`src/logic/prio_bank_defines.svh`:
```
`ifndef PRIO_BANK_DEFINES_SVH
`define PRIO_BANK_DEFINES_SVH

// byte offsets of the five level registers and the gate register
`define OFF_PRIO_CTRL_1  12'h000
`define OFF_PRIO_CTRL_2  12'h004
`define OFF_PRIO_CTRL_3  12'h008
`define OFF_PRIO_CTRL_4  12'h00c
`define OFF_PRIO_CTRL_5  12'h010
`define OFF_SRC_ENABLE   12'h014
`define OFF_ADDR_W       12

// field layout: four 3-bit fields per register at these low bits
`define FLD_HI_LSB       12
`define FLD_MH_LSB       8
`define FLD_ML_LSB       4
`define FLD_LO_LSB       0
`define LEVEL_W          3
`define NUM_SRC          18
`define NUM_REGS         5

// level codes
`define LEVEL_OFF        3'h0
`define LEVEL_MIN        3'h1
`define LEVEL_MAX        3'h7
`define LEVEL_RESET      3'h4

// implemented-bit masks (unimplemented bits read zero)
`define MASK_FULL        16'h7777
`define MASK_REG3        16'h0777
`define MASK_REG4        16'h7077

`define RESP_OKAY        2'h0
`define RESP_SLVERR      2'h2

`endif

```
`src/logic/prio_bank_pkg.sv`:
```
package prio_bank_pkg;

  // one AXI4-Lite request carrier, used for writes only
  typedef struct packed {
    logic [11:0] addr;
    logic [31:0] data;
    logic [3:0]  strb;
  } bus_req_t;

  // per-source level outputs toward the arbiter
  typedef logic [2:0] level_t;

  typedef enum logic [1:0] {
    CH_IDLE = 2'b00,
    CH_RESP = 2'b01
  } ch_state_t;

endpackage

```
`src/logic/level_reg.sv`:
```
`timescale 1ns/1ps
`default_nettype none
`include "prio_bank_defines.svh"

// one 16-bit level register with an implemented-bit mask
module level_reg #(
  parameter logic [15:0] MASK = `MASK_FULL
) (
  input  wire logic        aclk,
  input  wire logic        aresetn,
  input  wire logic        wr_en,
  input  wire logic [1:0]  wr_strb,
  input  wire logic [15:0] wr_data,
  output logic      [15:0] value
);
  import prio_bank_pkg::*;

  logic [15:0] value_q;
  localparam logic [15:0] RST_ALL =
    {4{1'b0, `LEVEL_RESET}};

  // reset loads level four in each field; masked bits stay zero
  always_ff @(posedge aclk) begin // see RL4
    if (!aresetn) begin
      value_q <= RST_ALL & MASK;
    end else if (wr_en) begin // see RL6
      if (wr_strb[0]) begin
        value_q[7:0] <= wr_data[7:0] & MASK[7:0]; // see RL5
      end
      if (wr_strb[1]) begin
        value_q[15:8] <= wr_data[15:8] & MASK[15:8];
      end
    end
  end

  assign value = value_q;

  // unimplemented positions never hold a one
  AST_MASKED_ZERO: assert property ( // see RL5
    @(posedge aclk) disable iff (!aresetn)
    (value_q & ~MASK) == 16'h0000)
    else $error("unimplemented bit set");
endmodule
`default_nettype wire

```
`src/logic/src_gate.sv`:
```
`timescale 1ns/1ps
`default_nettype none
`include "prio_bank_defines.svh"

// gates each source's pending bit by its enable and a nonzero level code
module src_gate (
  input  wire logic [`NUM_SRC*`LEVEL_W-1:0] levels,
  input  wire logic [`NUM_SRC-1:0]          enables,
  input  wire logic [`NUM_SRC-1:0]          pending,
  output logic      [`NUM_SRC-1:0]          request
);
  import prio_bank_pkg::*;

  // code zero disables; a cleared enable blocks whatever the level
  always_comb begin
    for (int i = 0; i < `NUM_SRC; i++) begin
      request[i] = pending[i] && enables[i] && // see RL12
        (levels[i*`LEVEL_W +: `LEVEL_W] != `LEVEL_OFF); // see RL2
    end
  end
endmodule
`default_nettype wire

```
`src/logic/irq_priority_bank.sv`:
```
// Our own choices: the AXI4-Lite register port and the register offsets.
`timescale 1ns/1ps
`default_nettype none
`include "prio_bank_defines.svh"

// Contract
// RL1: each level field is three bits; 111 is level 7, the highest.
// RL2: code 000 disables the source; it never raises a request.
// RL3: code 001 is level 1, lowest enabled; codes map linearly to 2-6.
// RL4: at reset every implemented field loads 100, level four.
// RL5: unimplemented bits always read back as zero.
// RL6: implemented bits are read/write; reads return last write or default.
// RL7: register 1 holds timer 2, compare 2, capture 2, dma 0 levels.
// RL8: register 2 holds uart 1 rx, spi 1 event, spi 1 error, timer 3.
// RL9: register 3 bits 15-11 unused; dma 1, adc 1, uart 1 tx.
// RL10: register 4 holds change notify, bits 11-7 unused, i2c master/slave.
// RL11: register 5 holds capture 8, capture 7, adc 2, external irq 1.
// RL12: a cleared enable bit blocks the request whatever the level.
// RL13: levels drive the arbiter continuously; writes act next cycle.
module irq_priority_bank (
  input  wire logic                 aclk,
  input  wire logic                 aresetn,
  input  wire logic [11:0]          s_axi_awaddr,
  input  wire logic                 s_axi_awvalid,
  output logic                      s_axi_awready,
  input  wire logic [31:0]          s_axi_wdata,
  input  wire logic [3:0]           s_axi_wstrb,
  input  wire logic                 s_axi_wvalid,
  output logic                      s_axi_wready,
  output logic [1:0]                s_axi_bresp,
  output logic                      s_axi_bvalid,
  input  wire logic                 s_axi_bready,
  input  wire logic [11:0]          s_axi_araddr,
  input  wire logic                 s_axi_arvalid,
  output logic                      s_axi_arready,
  output logic [31:0]               s_axi_rdata,
  output logic [1:0]                s_axi_rresp,
  output logic                      s_axi_rvalid,
  input  wire logic                 s_axi_rready,
  input  wire logic [17:0]          src_pending,
  output prio_bank_pkg::level_t     timer_2_level,
  output prio_bank_pkg::level_t     out_compare_2_level,
  output prio_bank_pkg::level_t     in_capture_2_level,
  output prio_bank_pkg::level_t     dma_ch0_done_level,
  output prio_bank_pkg::level_t     uart_1_receive_level,
  output prio_bank_pkg::level_t     spi_1_event_level,
  output prio_bank_pkg::level_t     spi_1_error_level,
  output prio_bank_pkg::level_t     timer_3_level,
  output prio_bank_pkg::level_t     dma_ch1_done_level,
  output prio_bank_pkg::level_t     adc_1_done_level,
  output prio_bank_pkg::level_t     uart_1_transmit_level,
  output prio_bank_pkg::level_t     change_notify_level,
  output prio_bank_pkg::level_t     i2c_1_master_level,
  output prio_bank_pkg::level_t     i2c_1_slave_level,
  output prio_bank_pkg::level_t     in_capture_8_level,
  output prio_bank_pkg::level_t     in_capture_7_level,
  output prio_bank_pkg::level_t     adc_2_done_level,
  output prio_bank_pkg::level_t     ext_irq_1_level,
  output logic [17:0]               src_request
);
  import prio_bank_pkg::*;

  // field extraction shared by every level output assignment
  function automatic level_t fld(input logic [15:0] r, input int lsb);
    fld = r[lsb +: `LEVEL_W];
  endfunction

  // map an offset to a register select, index NUM_REGS means gate reg
  function automatic logic [3:0] decode(input logic [11:0] a);
    case (a)
      `OFF_PRIO_CTRL_1: decode = 4'h0;
      `OFF_PRIO_CTRL_2: decode = 4'h1;
      `OFF_PRIO_CTRL_3: decode = 4'h2;
      `OFF_PRIO_CTRL_4: decode = 4'h3;
      `OFF_PRIO_CTRL_5: decode = 4'h4;
      `OFF_SRC_ENABLE:  decode = 4'h5;
      default:          decode = 4'hf;
    endcase
  endfunction

  bus_req_t    wreq_q;
  logic        aw_have_q;
  logic        w_have_q;
  ch_state_t   wst_q;
  ch_state_t   rst_q;
  logic [1:0]  bresp_q;
  logic [1:0]  rresp_q;
  logic [31:0] rdata_q;
  logic [17:0] enable_q;
  logic [15:0] regv [`NUM_REGS];
  logic        do_write;
  logic [3:0]  wsel;
  logic [3:0]  rsel;

  // address and data may arrive in either order; each is held once taken
  assign s_axi_awready = (wst_q == CH_IDLE) && !aw_have_q;
  assign s_axi_wready  = (wst_q == CH_IDLE) && !w_have_q;
  assign do_write      = (wst_q == CH_IDLE) &&
                         (aw_have_q || s_axi_awvalid) &&
                         (w_have_q || s_axi_wvalid);
  assign wsel = decode(aw_have_q ? wreq_q.addr : s_axi_awaddr);

  // capture of write address and data halves
  always_ff @(posedge aclk) begin
    if (!aresetn) begin
      wreq_q    <= '0;
      aw_have_q <= 1'b0;
      w_have_q  <= 1'b0;
    end else if (do_write) begin
      aw_have_q <= 1'b0;
      w_have_q  <= 1'b0;
    end else begin
      if (s_axi_awvalid && s_axi_awready) begin
        wreq_q.addr <= s_axi_awaddr;
        aw_have_q   <= 1'b1;
      end
      if (s_axi_wvalid && s_axi_wready) begin
        wreq_q.data <= s_axi_wdata;
        wreq_q.strb <= s_axi_wstrb;
        w_have_q    <= 1'b1;
      end
    end
  end

  logic [31:0] wdata_eff;
  logic [3:0]  wstrb_eff;
  assign wdata_eff = w_have_q ? wreq_q.data : s_axi_wdata;
  assign wstrb_eff = w_have_q ? wreq_q.strb : s_axi_wstrb;

  // write response; unmapped offsets answer slave error
  always_ff @(posedge aclk) begin
    if (!aresetn) begin
      wst_q   <= CH_IDLE;
      bresp_q <= `RESP_OKAY;
    end else begin
      case (wst_q)
        CH_IDLE: begin
          if (do_write) begin
            wst_q   <= CH_RESP;
            bresp_q <= (wsel == 4'hf) ? `RESP_SLVERR : `RESP_OKAY;
          end
        end
        CH_RESP: begin
          if (s_axi_bready) begin
            wst_q <= CH_IDLE;
          end
        end
        default: wst_q <= CH_IDLE;
      endcase
    end
  end

  assign s_axi_bvalid = (wst_q == CH_RESP);
  assign s_axi_bresp  = bresp_q;

  // the five level registers with their own implemented-bit masks
  for (genvar g = 0; g < `NUM_REGS; g++) begin : g_reg
    localparam logic [15:0] M = (g == 2) ? `MASK_REG3 : // see RL9
                                (g == 3) ? `MASK_REG4 : // see RL10
                                `MASK_FULL;
    level_reg #(.MASK(M)) u_reg (
      .aclk    (aclk),
      .aresetn (aresetn),
      .wr_en   (do_write && (wsel == 4'(g))),
      .wr_strb (wstrb_eff[1:0]),
      .wr_data (wdata_eff[15:0]),
      .value   (regv[g])
    );
  end

  // source enable gate register; all sources blocked at reset
  always_ff @(posedge aclk) begin
    if (!aresetn) begin
      enable_q <= '0;
    end else if (do_write && (wsel == 4'h5)) begin
      if (wstrb_eff[0]) enable_q[7:0]   <= wdata_eff[7:0];
      if (wstrb_eff[1]) enable_q[15:8]  <= wdata_eff[15:8];
      if (wstrb_eff[2]) enable_q[17:16] <= wdata_eff[17:16];
    end
  end

  // read channel: data registered, one item in flight
  assign s_axi_arready = (rst_q == CH_IDLE);
  assign rsel          = decode(s_axi_araddr);

  always_ff @(posedge aclk) begin
    if (!aresetn) begin
      rst_q   <= CH_IDLE;
      rdata_q <= '0;
      rresp_q <= `RESP_OKAY;
    end else begin
      case (rst_q)
        CH_IDLE: begin
          if (s_axi_arvalid) begin
            rst_q   <= CH_RESP;
            rresp_q <= (rsel == 4'hf) ? `RESP_SLVERR : `RESP_OKAY;
            if (rsel < 4'(`NUM_REGS)) begin
              rdata_q <= {16'h0000, regv[rsel[2:0]]}; // see RL5
            end else if (rsel == 4'h5) begin
              rdata_q <= {14'h0000, enable_q};
            end else begin
              rdata_q <= '0;
            end
          end
        end
        CH_RESP: begin
          if (s_axi_rready) begin
            rst_q <= CH_IDLE;
          end
        end
        default: rst_q <= CH_IDLE;
      endcase
    end
  end

  assign s_axi_rvalid = (rst_q == CH_RESP);
  assign s_axi_rdata  = rdata_q;
  assign s_axi_rresp  = rresp_q;

  // levels straight from the flops, so a write acts next cycle
  assign timer_2_level         = fld(regv[0], `FLD_HI_LSB); // see RL7
  assign out_compare_2_level   = fld(regv[0], `FLD_MH_LSB); // see RL13
  assign in_capture_2_level    = fld(regv[0], `FLD_ML_LSB);
  assign dma_ch0_done_level    = fld(regv[0], `FLD_LO_LSB);
  assign uart_1_receive_level  = fld(regv[1], `FLD_HI_LSB); // see RL8
  assign spi_1_event_level     = fld(regv[1], `FLD_MH_LSB);
  assign spi_1_error_level     = fld(regv[1], `FLD_ML_LSB);
  assign timer_3_level         = fld(regv[1], `FLD_LO_LSB);
  assign dma_ch1_done_level    = fld(regv[2], `FLD_MH_LSB); // see RL9
  assign adc_1_done_level      = fld(regv[2], `FLD_ML_LSB);
  assign uart_1_transmit_level = fld(regv[2], `FLD_LO_LSB);
  assign change_notify_level   = fld(regv[3], `FLD_HI_LSB); // see RL10
  assign i2c_1_master_level    = fld(regv[3], `FLD_ML_LSB);
  assign i2c_1_slave_level     = fld(regv[3], `FLD_LO_LSB);
  assign in_capture_8_level    = fld(regv[4], `FLD_HI_LSB); // see RL11
  assign in_capture_7_level    = fld(regv[4], `FLD_MH_LSB);
  assign adc_2_done_level      = fld(regv[4], `FLD_ML_LSB);
  assign ext_irq_1_level       = fld(regv[4], `FLD_LO_LSB);

  // level codes pass unchanged: 1 lowest, 7 highest, linear between
  logic [`NUM_SRC*`LEVEL_W-1:0] all_levels;
  assign all_levels = {ext_irq_1_level, adc_2_done_level,
    in_capture_7_level, in_capture_8_level, i2c_1_slave_level,
    i2c_1_master_level, change_notify_level, uart_1_transmit_level,
    adc_1_done_level, dma_ch1_done_level, timer_3_level,
    spi_1_error_level, spi_1_event_level, uart_1_receive_level,
    dma_ch0_done_level, in_capture_2_level, out_compare_2_level,
    timer_2_level}; // see RL1, see RL3

  src_gate u_gate (
    .levels  (all_levels),
    .enables (enable_q),
    .pending (src_pending),
    .request (src_request)
  );

  // assertions
  AST_RESET_LEVEL: assert property (@(posedge aclk) // see RL4
    $rose(aresetn) |-> timer_2_level == `LEVEL_RESET &&
      ext_irq_1_level == `LEVEL_RESET)
    else $error("reset level not four");
  AST_OFF_NO_REQ: assert property ( // see RL2
    @(posedge aclk) disable iff (!aresetn)
    timer_2_level == `LEVEL_OFF |-> !src_request[0])
    else $error("disabled source requested");
  AST_EN_GATE: assert property ( // see RL12
    @(posedge aclk) disable iff (!aresetn)
    !enable_q[17] |-> !src_request[17])
    else $error("request with enable clear");
  AST_REQ_PASS: assert property ( // see RL3
    @(posedge aclk) disable iff (!aresetn)
    src_pending[0] && enable_q[0] && timer_2_level != `LEVEL_OFF
      |-> src_request[0])
    else $error("enabled request lost");
  AST_WRITE_NEXT: assert property ( // see RL13
    @(posedge aclk) disable iff (!aresetn)
    do_write && wsel == 4'h0 && wstrb_eff[1]
      |=> timer_2_level == $past(wdata_eff[14:12]))
    else $error("write not seen next cycle");
  AST_REG3_ZERO: assert property ( // see RL9
    @(posedge aclk) disable iff (!aresetn)
    regv[2][15:11] == 5'h00)
    else $error("register 3 upper bits set");
  AST_REG4_ZERO: assert property ( // see RL10
    @(posedge aclk) disable iff (!aresetn)
    regv[3][11:7] == 5'h00)
    else $error("register 4 middle bits set");
  AST_READBACK: assert property ( // see RL6
    @(posedge aclk) disable iff (!aresetn)
    s_axi_arvalid && s_axi_arready && rsel == 4'h4
      |=> s_axi_rvalid && s_axi_rdata == {16'h0000, $past(regv[4])})
    else $error("readback mismatch");
  AST_FIELD_MAP: assert property ( // see RL8
    @(posedge aclk) disable iff (!aresetn)
    uart_1_receive_level == regv[1][14:12] &&
      spi_1_error_level == regv[1][6:4])
    else $error("field map wrong");
  // a write stays acknowledged until software takes the response
  AST_BVALID_HOLD: assert property ( // see RL6
    @(posedge aclk) disable iff (!aresetn)
    s_axi_bvalid && !s_axi_bready |=> s_axi_bvalid)
    else $error("write response dropped");

  COV_WRITE: cover property (@(posedge aclk) s_axi_bvalid && s_axi_bready);
  COV_READ: cover property (@(posedge aclk) s_axi_rvalid && s_axi_rready);
  COV_SLVERR: cover property (@(posedge aclk)
    s_axi_bvalid && s_axi_bresp == `RESP_SLVERR);
  COV_MAXLVL: cover property (@(posedge aclk)
    timer_2_level == `LEVEL_MAX && src_request[0]);
endmodule
`default_nettype wire

```
`config.mk`:
```
export PLATFORM = sky130hd
export DESIGN_NAME = irq_priority_bank
export DESIGN_NICKNAME = d
export VERILOG_FILES = /design/src/logic/prio_bank_pkg.sv /design/src/logic/level_reg.sv /design/src/logic/src_gate.sv /design/src/logic/irq_priority_bank.sv
export VERILOG_INCLUDE_DIRS = /design/src /design/src/logic
export SDC_FILE = /design/constraint.sdc
export NUM_CORES = 1
export LEC_CHECK = 0
export CAP_MARGIN = 20
export CORE_MARGIN = 5
export CORE_UTILIZATION = 25
export CTS_CLUSTER_SIZE = 25
export DETAILED_ROUTE_END_ITERATION = 7
export DONT_BUFFER_PORTS = 1
export PLACE_DENSITY = 0.39
export SLEW_MARGIN = 0
export SYNTH_ARGS = -nofsm -noshare
export SYNTH_HDL_FRONTEND = slang
export SYNTH_SLANG_ARGS = --single-unit
```
`constraint.sdc`:
```
create_clock -name aclk -period 2.3 [get_ports aclk]
set_input_delay 0.345 -clock aclk [delete_from_list [all_inputs] [get_ports aclk]]
set_output_delay 0.345 -clock aclk [all_outputs]
set_load 0.005 [all_outputs]
```
==> Implementation_results.wiki <==
{| class="wikitable"
! Metric !! Value
|-
| Die Footprint || 27,000 sq um
|-
| Post-route clock skew || 0.00904 ns
|-
| Critical path destination || enable_q[0]
|-
| Wire length of the first global-routing pass || 33,300 um
|-
| Sequential cell area || 2580 sq um
|-
| Fmax || 463 MHz
|-
| Synth-to-layout area growth || 18.9%
|-
| Synth Area in Adders || 0%
|-
| Fillers || 2,474
|-
| GRT Residual Overflow || 0
|-
| Most used flip-flop cell after synthesis || dfxtp_1
|-
| Post-detailed-route count of antenna-violating nets || 0
|-
| Total negative slack || 0 ns
|-
| Synthesized netlist cell count || between 600 and 700
|-
| TritonCTS Buffers || 17
|-
| Worst setup SP type || flop
|-
| Core region area || 23,500 sq um
|-
| Areal power density over the cells || 749 nW/um^2
|-
| Post-synthesis compound-gate area fraction || 16.7%
|-
| Post-synthesis sequential element count || 129
|-
| CP Launch Point || aw_have_q
|-
| Worst vdd ir || 0.371 mV
|-
| Final hold violations || 0
|-
| Peak fanout along the critical path || 8
|-
| Worst hold-check path type || in2reg
|-
| Number of global-route vias before repair || 5,173
|-
| Combinational family with the most area after synthesis || simple AND/OR/NAND/NOR gates
|-
| Proportion of register bits with asynchronous set or reset after synthesis || 0%
|-
| Number of clock sinks || 129
|-
| Vias after detailed routing || 5,159
|-
| Worst EP required || 2.64 ns
|-
| Most used standard cells in the synthesized netlist || dfxtp_1 (129), nand2_1 (108), mux2i_1 (74)
|-
| Setup Buffers After CTS || 0
|-
| Max Cap Violations || 0
|-
| Most numerous cell in the Yosys netlist || dfxtp_1
|-
| Height of the die || 164 um
|-
| Number of warnings issued by yosys || 0
|-
| Fraction of the mapped netlist area in simple logic gates || 18.1%
|-
| Final period utilization || 93.8%
|-
| H-tree levels || 4
|-
| Placed instance area || 6480 sq um
|-
| Worst R2R End || enable_q[0]
|-
| Buffer cell driving the clock tree root || clkbuf_16
|-
| Average vias per placed instance || 5.04
|-
| Post-Synthesis Mean Instance Area || ~8.9 sq um
|-
| Antenna cell count || 0
|-
| # setup viols final || 0
|-
| Wirelength, routed || 22,400 um
|-
| Clock latency reported for the late side of the worst-skew pair || about 0.42 ns
|-
| Top-level I/O count || 198
|-
| Worst Reg2Reg Path Length in Cells || 8
|-
| Sort of element at the end of the critical path || flop
|-
| Initial cell density of the core || 25.3%
|-
| WS Path Type || reg2reg
|-
| Global-route total usage across every layer || ~17%
|-
| Clock-pin slew on the worst setup and hold paths || 0.06 ns
|-
| Cell area after synthesis || 5950 sq um
|-
| Final RePlAce weighted congestion || approximately 0.83
|-
| Detail-routed net length per standard cell || 21.9 um
|-
| Half-perimeter wire length after placement || ~17,000 um
|-
| EDFF count, synth || 0
|-
| Maximum count of clock buffers along a single path || 2
|-
| Headroom to the max-slew limit || roughly 63%
|-
| Overall Power || 5.30 mW
|-
| Clock period minus final worst setup slack || 2.16 ns
|-
| Fin. max-slew vios || 0
|-
| R2R Setup Slk || 0.14 ns
|-
| Post-route DRC || 0
|-
| Crit path DAT || 2.50 ns
|-
| Distinct cell type count after synthesis || 52
|-
| DRT iter0 DRCs || 336
|-
| Area of all placed cells without fillers || 7070 sq um
|-
| Worst Max-Slew Pin Slew || 0.543 ns
|-
| Ratio of cells with drive above 1 in the final layout || 15.3%
|-
| Yosys top cell by area || dfxtp_1
|-
| Reg-to-reg critical path startpoint || aw_have_q
|-
| Share of synthesized area spent on multiplexers || roughly 17%
|-
| RSZ-0062 raised after global routing || false
|-
| XOR/XNOR share of the synthesized area || 0%
|-
| Antenna violations before repair || 0
|-
| Pin count of the biggest net entering global routing || 88
|-
| Nets@finish || 778
|-
| Number of rows created at floorplan || 56
|-
| Outcome || finished clean
|-
| Count of TritonRoute iterations in the first routing pass || 4
|-
| Die span in x || 164 um
|-
| Leakage power figure || 2.80 nW
|-
| Fraction of post-synthesis cell area in the top cell type by area || 43.4%
|-
| PortBufs || 0
|-
| Sequential element share of the synthesized area || 43.4%
|-
| Multi-input logic area || 3160 sq um
|-
| CTS tree || done
|-
| Main area contributors after synthesis || dfxtp_1 (43%), mux2i_1 (12%), nand2_1 (6.8%)
|}
-- cells by family after synthesis --
family	Yosys count
and+or+nand+nor	237
AOI/OAI and AO/OA	145
DFF	129
muxes	96
buffers and inverters	62
other	1
-- where the power goes --
group	internal (mW)	leakage [nW]	total [mW]	switching (mW)
clock network	1.53	0.262	2.55	1.01
registers	2.28	1.04	2.32	0.0335
logic	0.168	1.49	0.433	0.265
total	3.99	2.80	5.30	1.31
-- worst max-delay path, stage by stage, from the launching register on --
cell and delay (ns):
dfxtp_1 0.33, buf_4 0.15, or4_1 0.46, nor2_1 0.15, buf_4 0.18, o21a_2 0.23, and3_1 0.22, buf_4 0.16
mux2i_1 0.19
-- registers in the layout (all words and copies together) (netlist names) --
register and flops:
w_have_q 1, s_axi_rresp 1, wst_q 1, s_axi_bresp 1
wreq_q 33, g.u_reg.value 54, aw_have_q 1, enable_q 18
rst_q 1, s_axi_rdata 18
-- placed cells by master, fill, tap and decap left out, types with 3 or more instances in the layout --
cell          n
dfxtp_1     129
nand2_1     106
mux2i_1      74
nor2_1       58
buf_4        44
a21oi_1      43
o21ai_0      32
mux2_2       22
o311a_1      18
nand3_1      18
clkbuf_16    17
conb_1       16
nand2b_1     13
a22oi_1      13
nand3b_1      6
nor4_1        6
a221o_1       6
a221oi_1      6
o211ai_1      5
inv_1         4
or4_1         4
o2111ai_1     4
nor3_1        3
clkinvlp_4    3
clkbuf_1      3
clkinv_2      3
-- how the worst min path moves through the flow --
stage	start	end	slack, ns	cells past startpoint
floorplan	wreq_q[11]	wreq_q[11]	0.43	2
global placement	aresetn	g_reg[0].u_reg.value[10]	0.42	1
detailed placement	aresetn	g_reg[0].u_reg.value[10]	0.42	1
CTS	s_axi_rready	rst_q[0]	0.009	1
global route	s_axi_rready	rst_q[0]	0.02	1
finish	s_axi_rready	rst_q[0]	0.03	1
-- layout make-up --
cell class	instances	share of cell area, %
multi-input combinational	494	44.7
sequential	129	36.5
clock buffer	22	6.56
tap	319	5.64
timing repair buffer	46	5.09
clock inverter	9	1.20
inverter	5	0.265
-- metal layers --
| metal | wire length, um | part of all wire (%) | global-route usage (%) | vias up |
|---|---|---|---|---|
| met5 | 0 | 0 | 0 | - |
| met4 | 366 | 1.6 | 5.68 | 0 |
| met3 | 1590 | 7.1 | 4.34 | 24 |
| met2 | 10500 | 47 | 26.1 | 197 |
| met1 | 9930 | 44 | 21.8 | 2494 |
| li1 | - | - | - | 2444 |
-- stage by stage --
stage	hold WS, ns	utilization (%)	setup slack (ns)	instances
floorplan	0.431	-	0.0281	685
global placement	0.421	27.6	-0.117	992
detailed placement	0.422	27.6	-0.146	992
CTS	0.00936	30.1	0.0259	1024
global route	0.0209	30.1	0.00992	1024
finish	0.0254	30.1	0.142	1024
-- timing repair --
action / 4_1_cts / 5_1_grt
setup endpoints to repair: 5 / 36
endpoints found under the hold margin: 6 / 0
pin swaps: 0 / 1
hold buffers: 1 / 0
gates cloned: 0 / 0
gates resized for setup: 2 / 5
(Power assumes the default switching activity.)
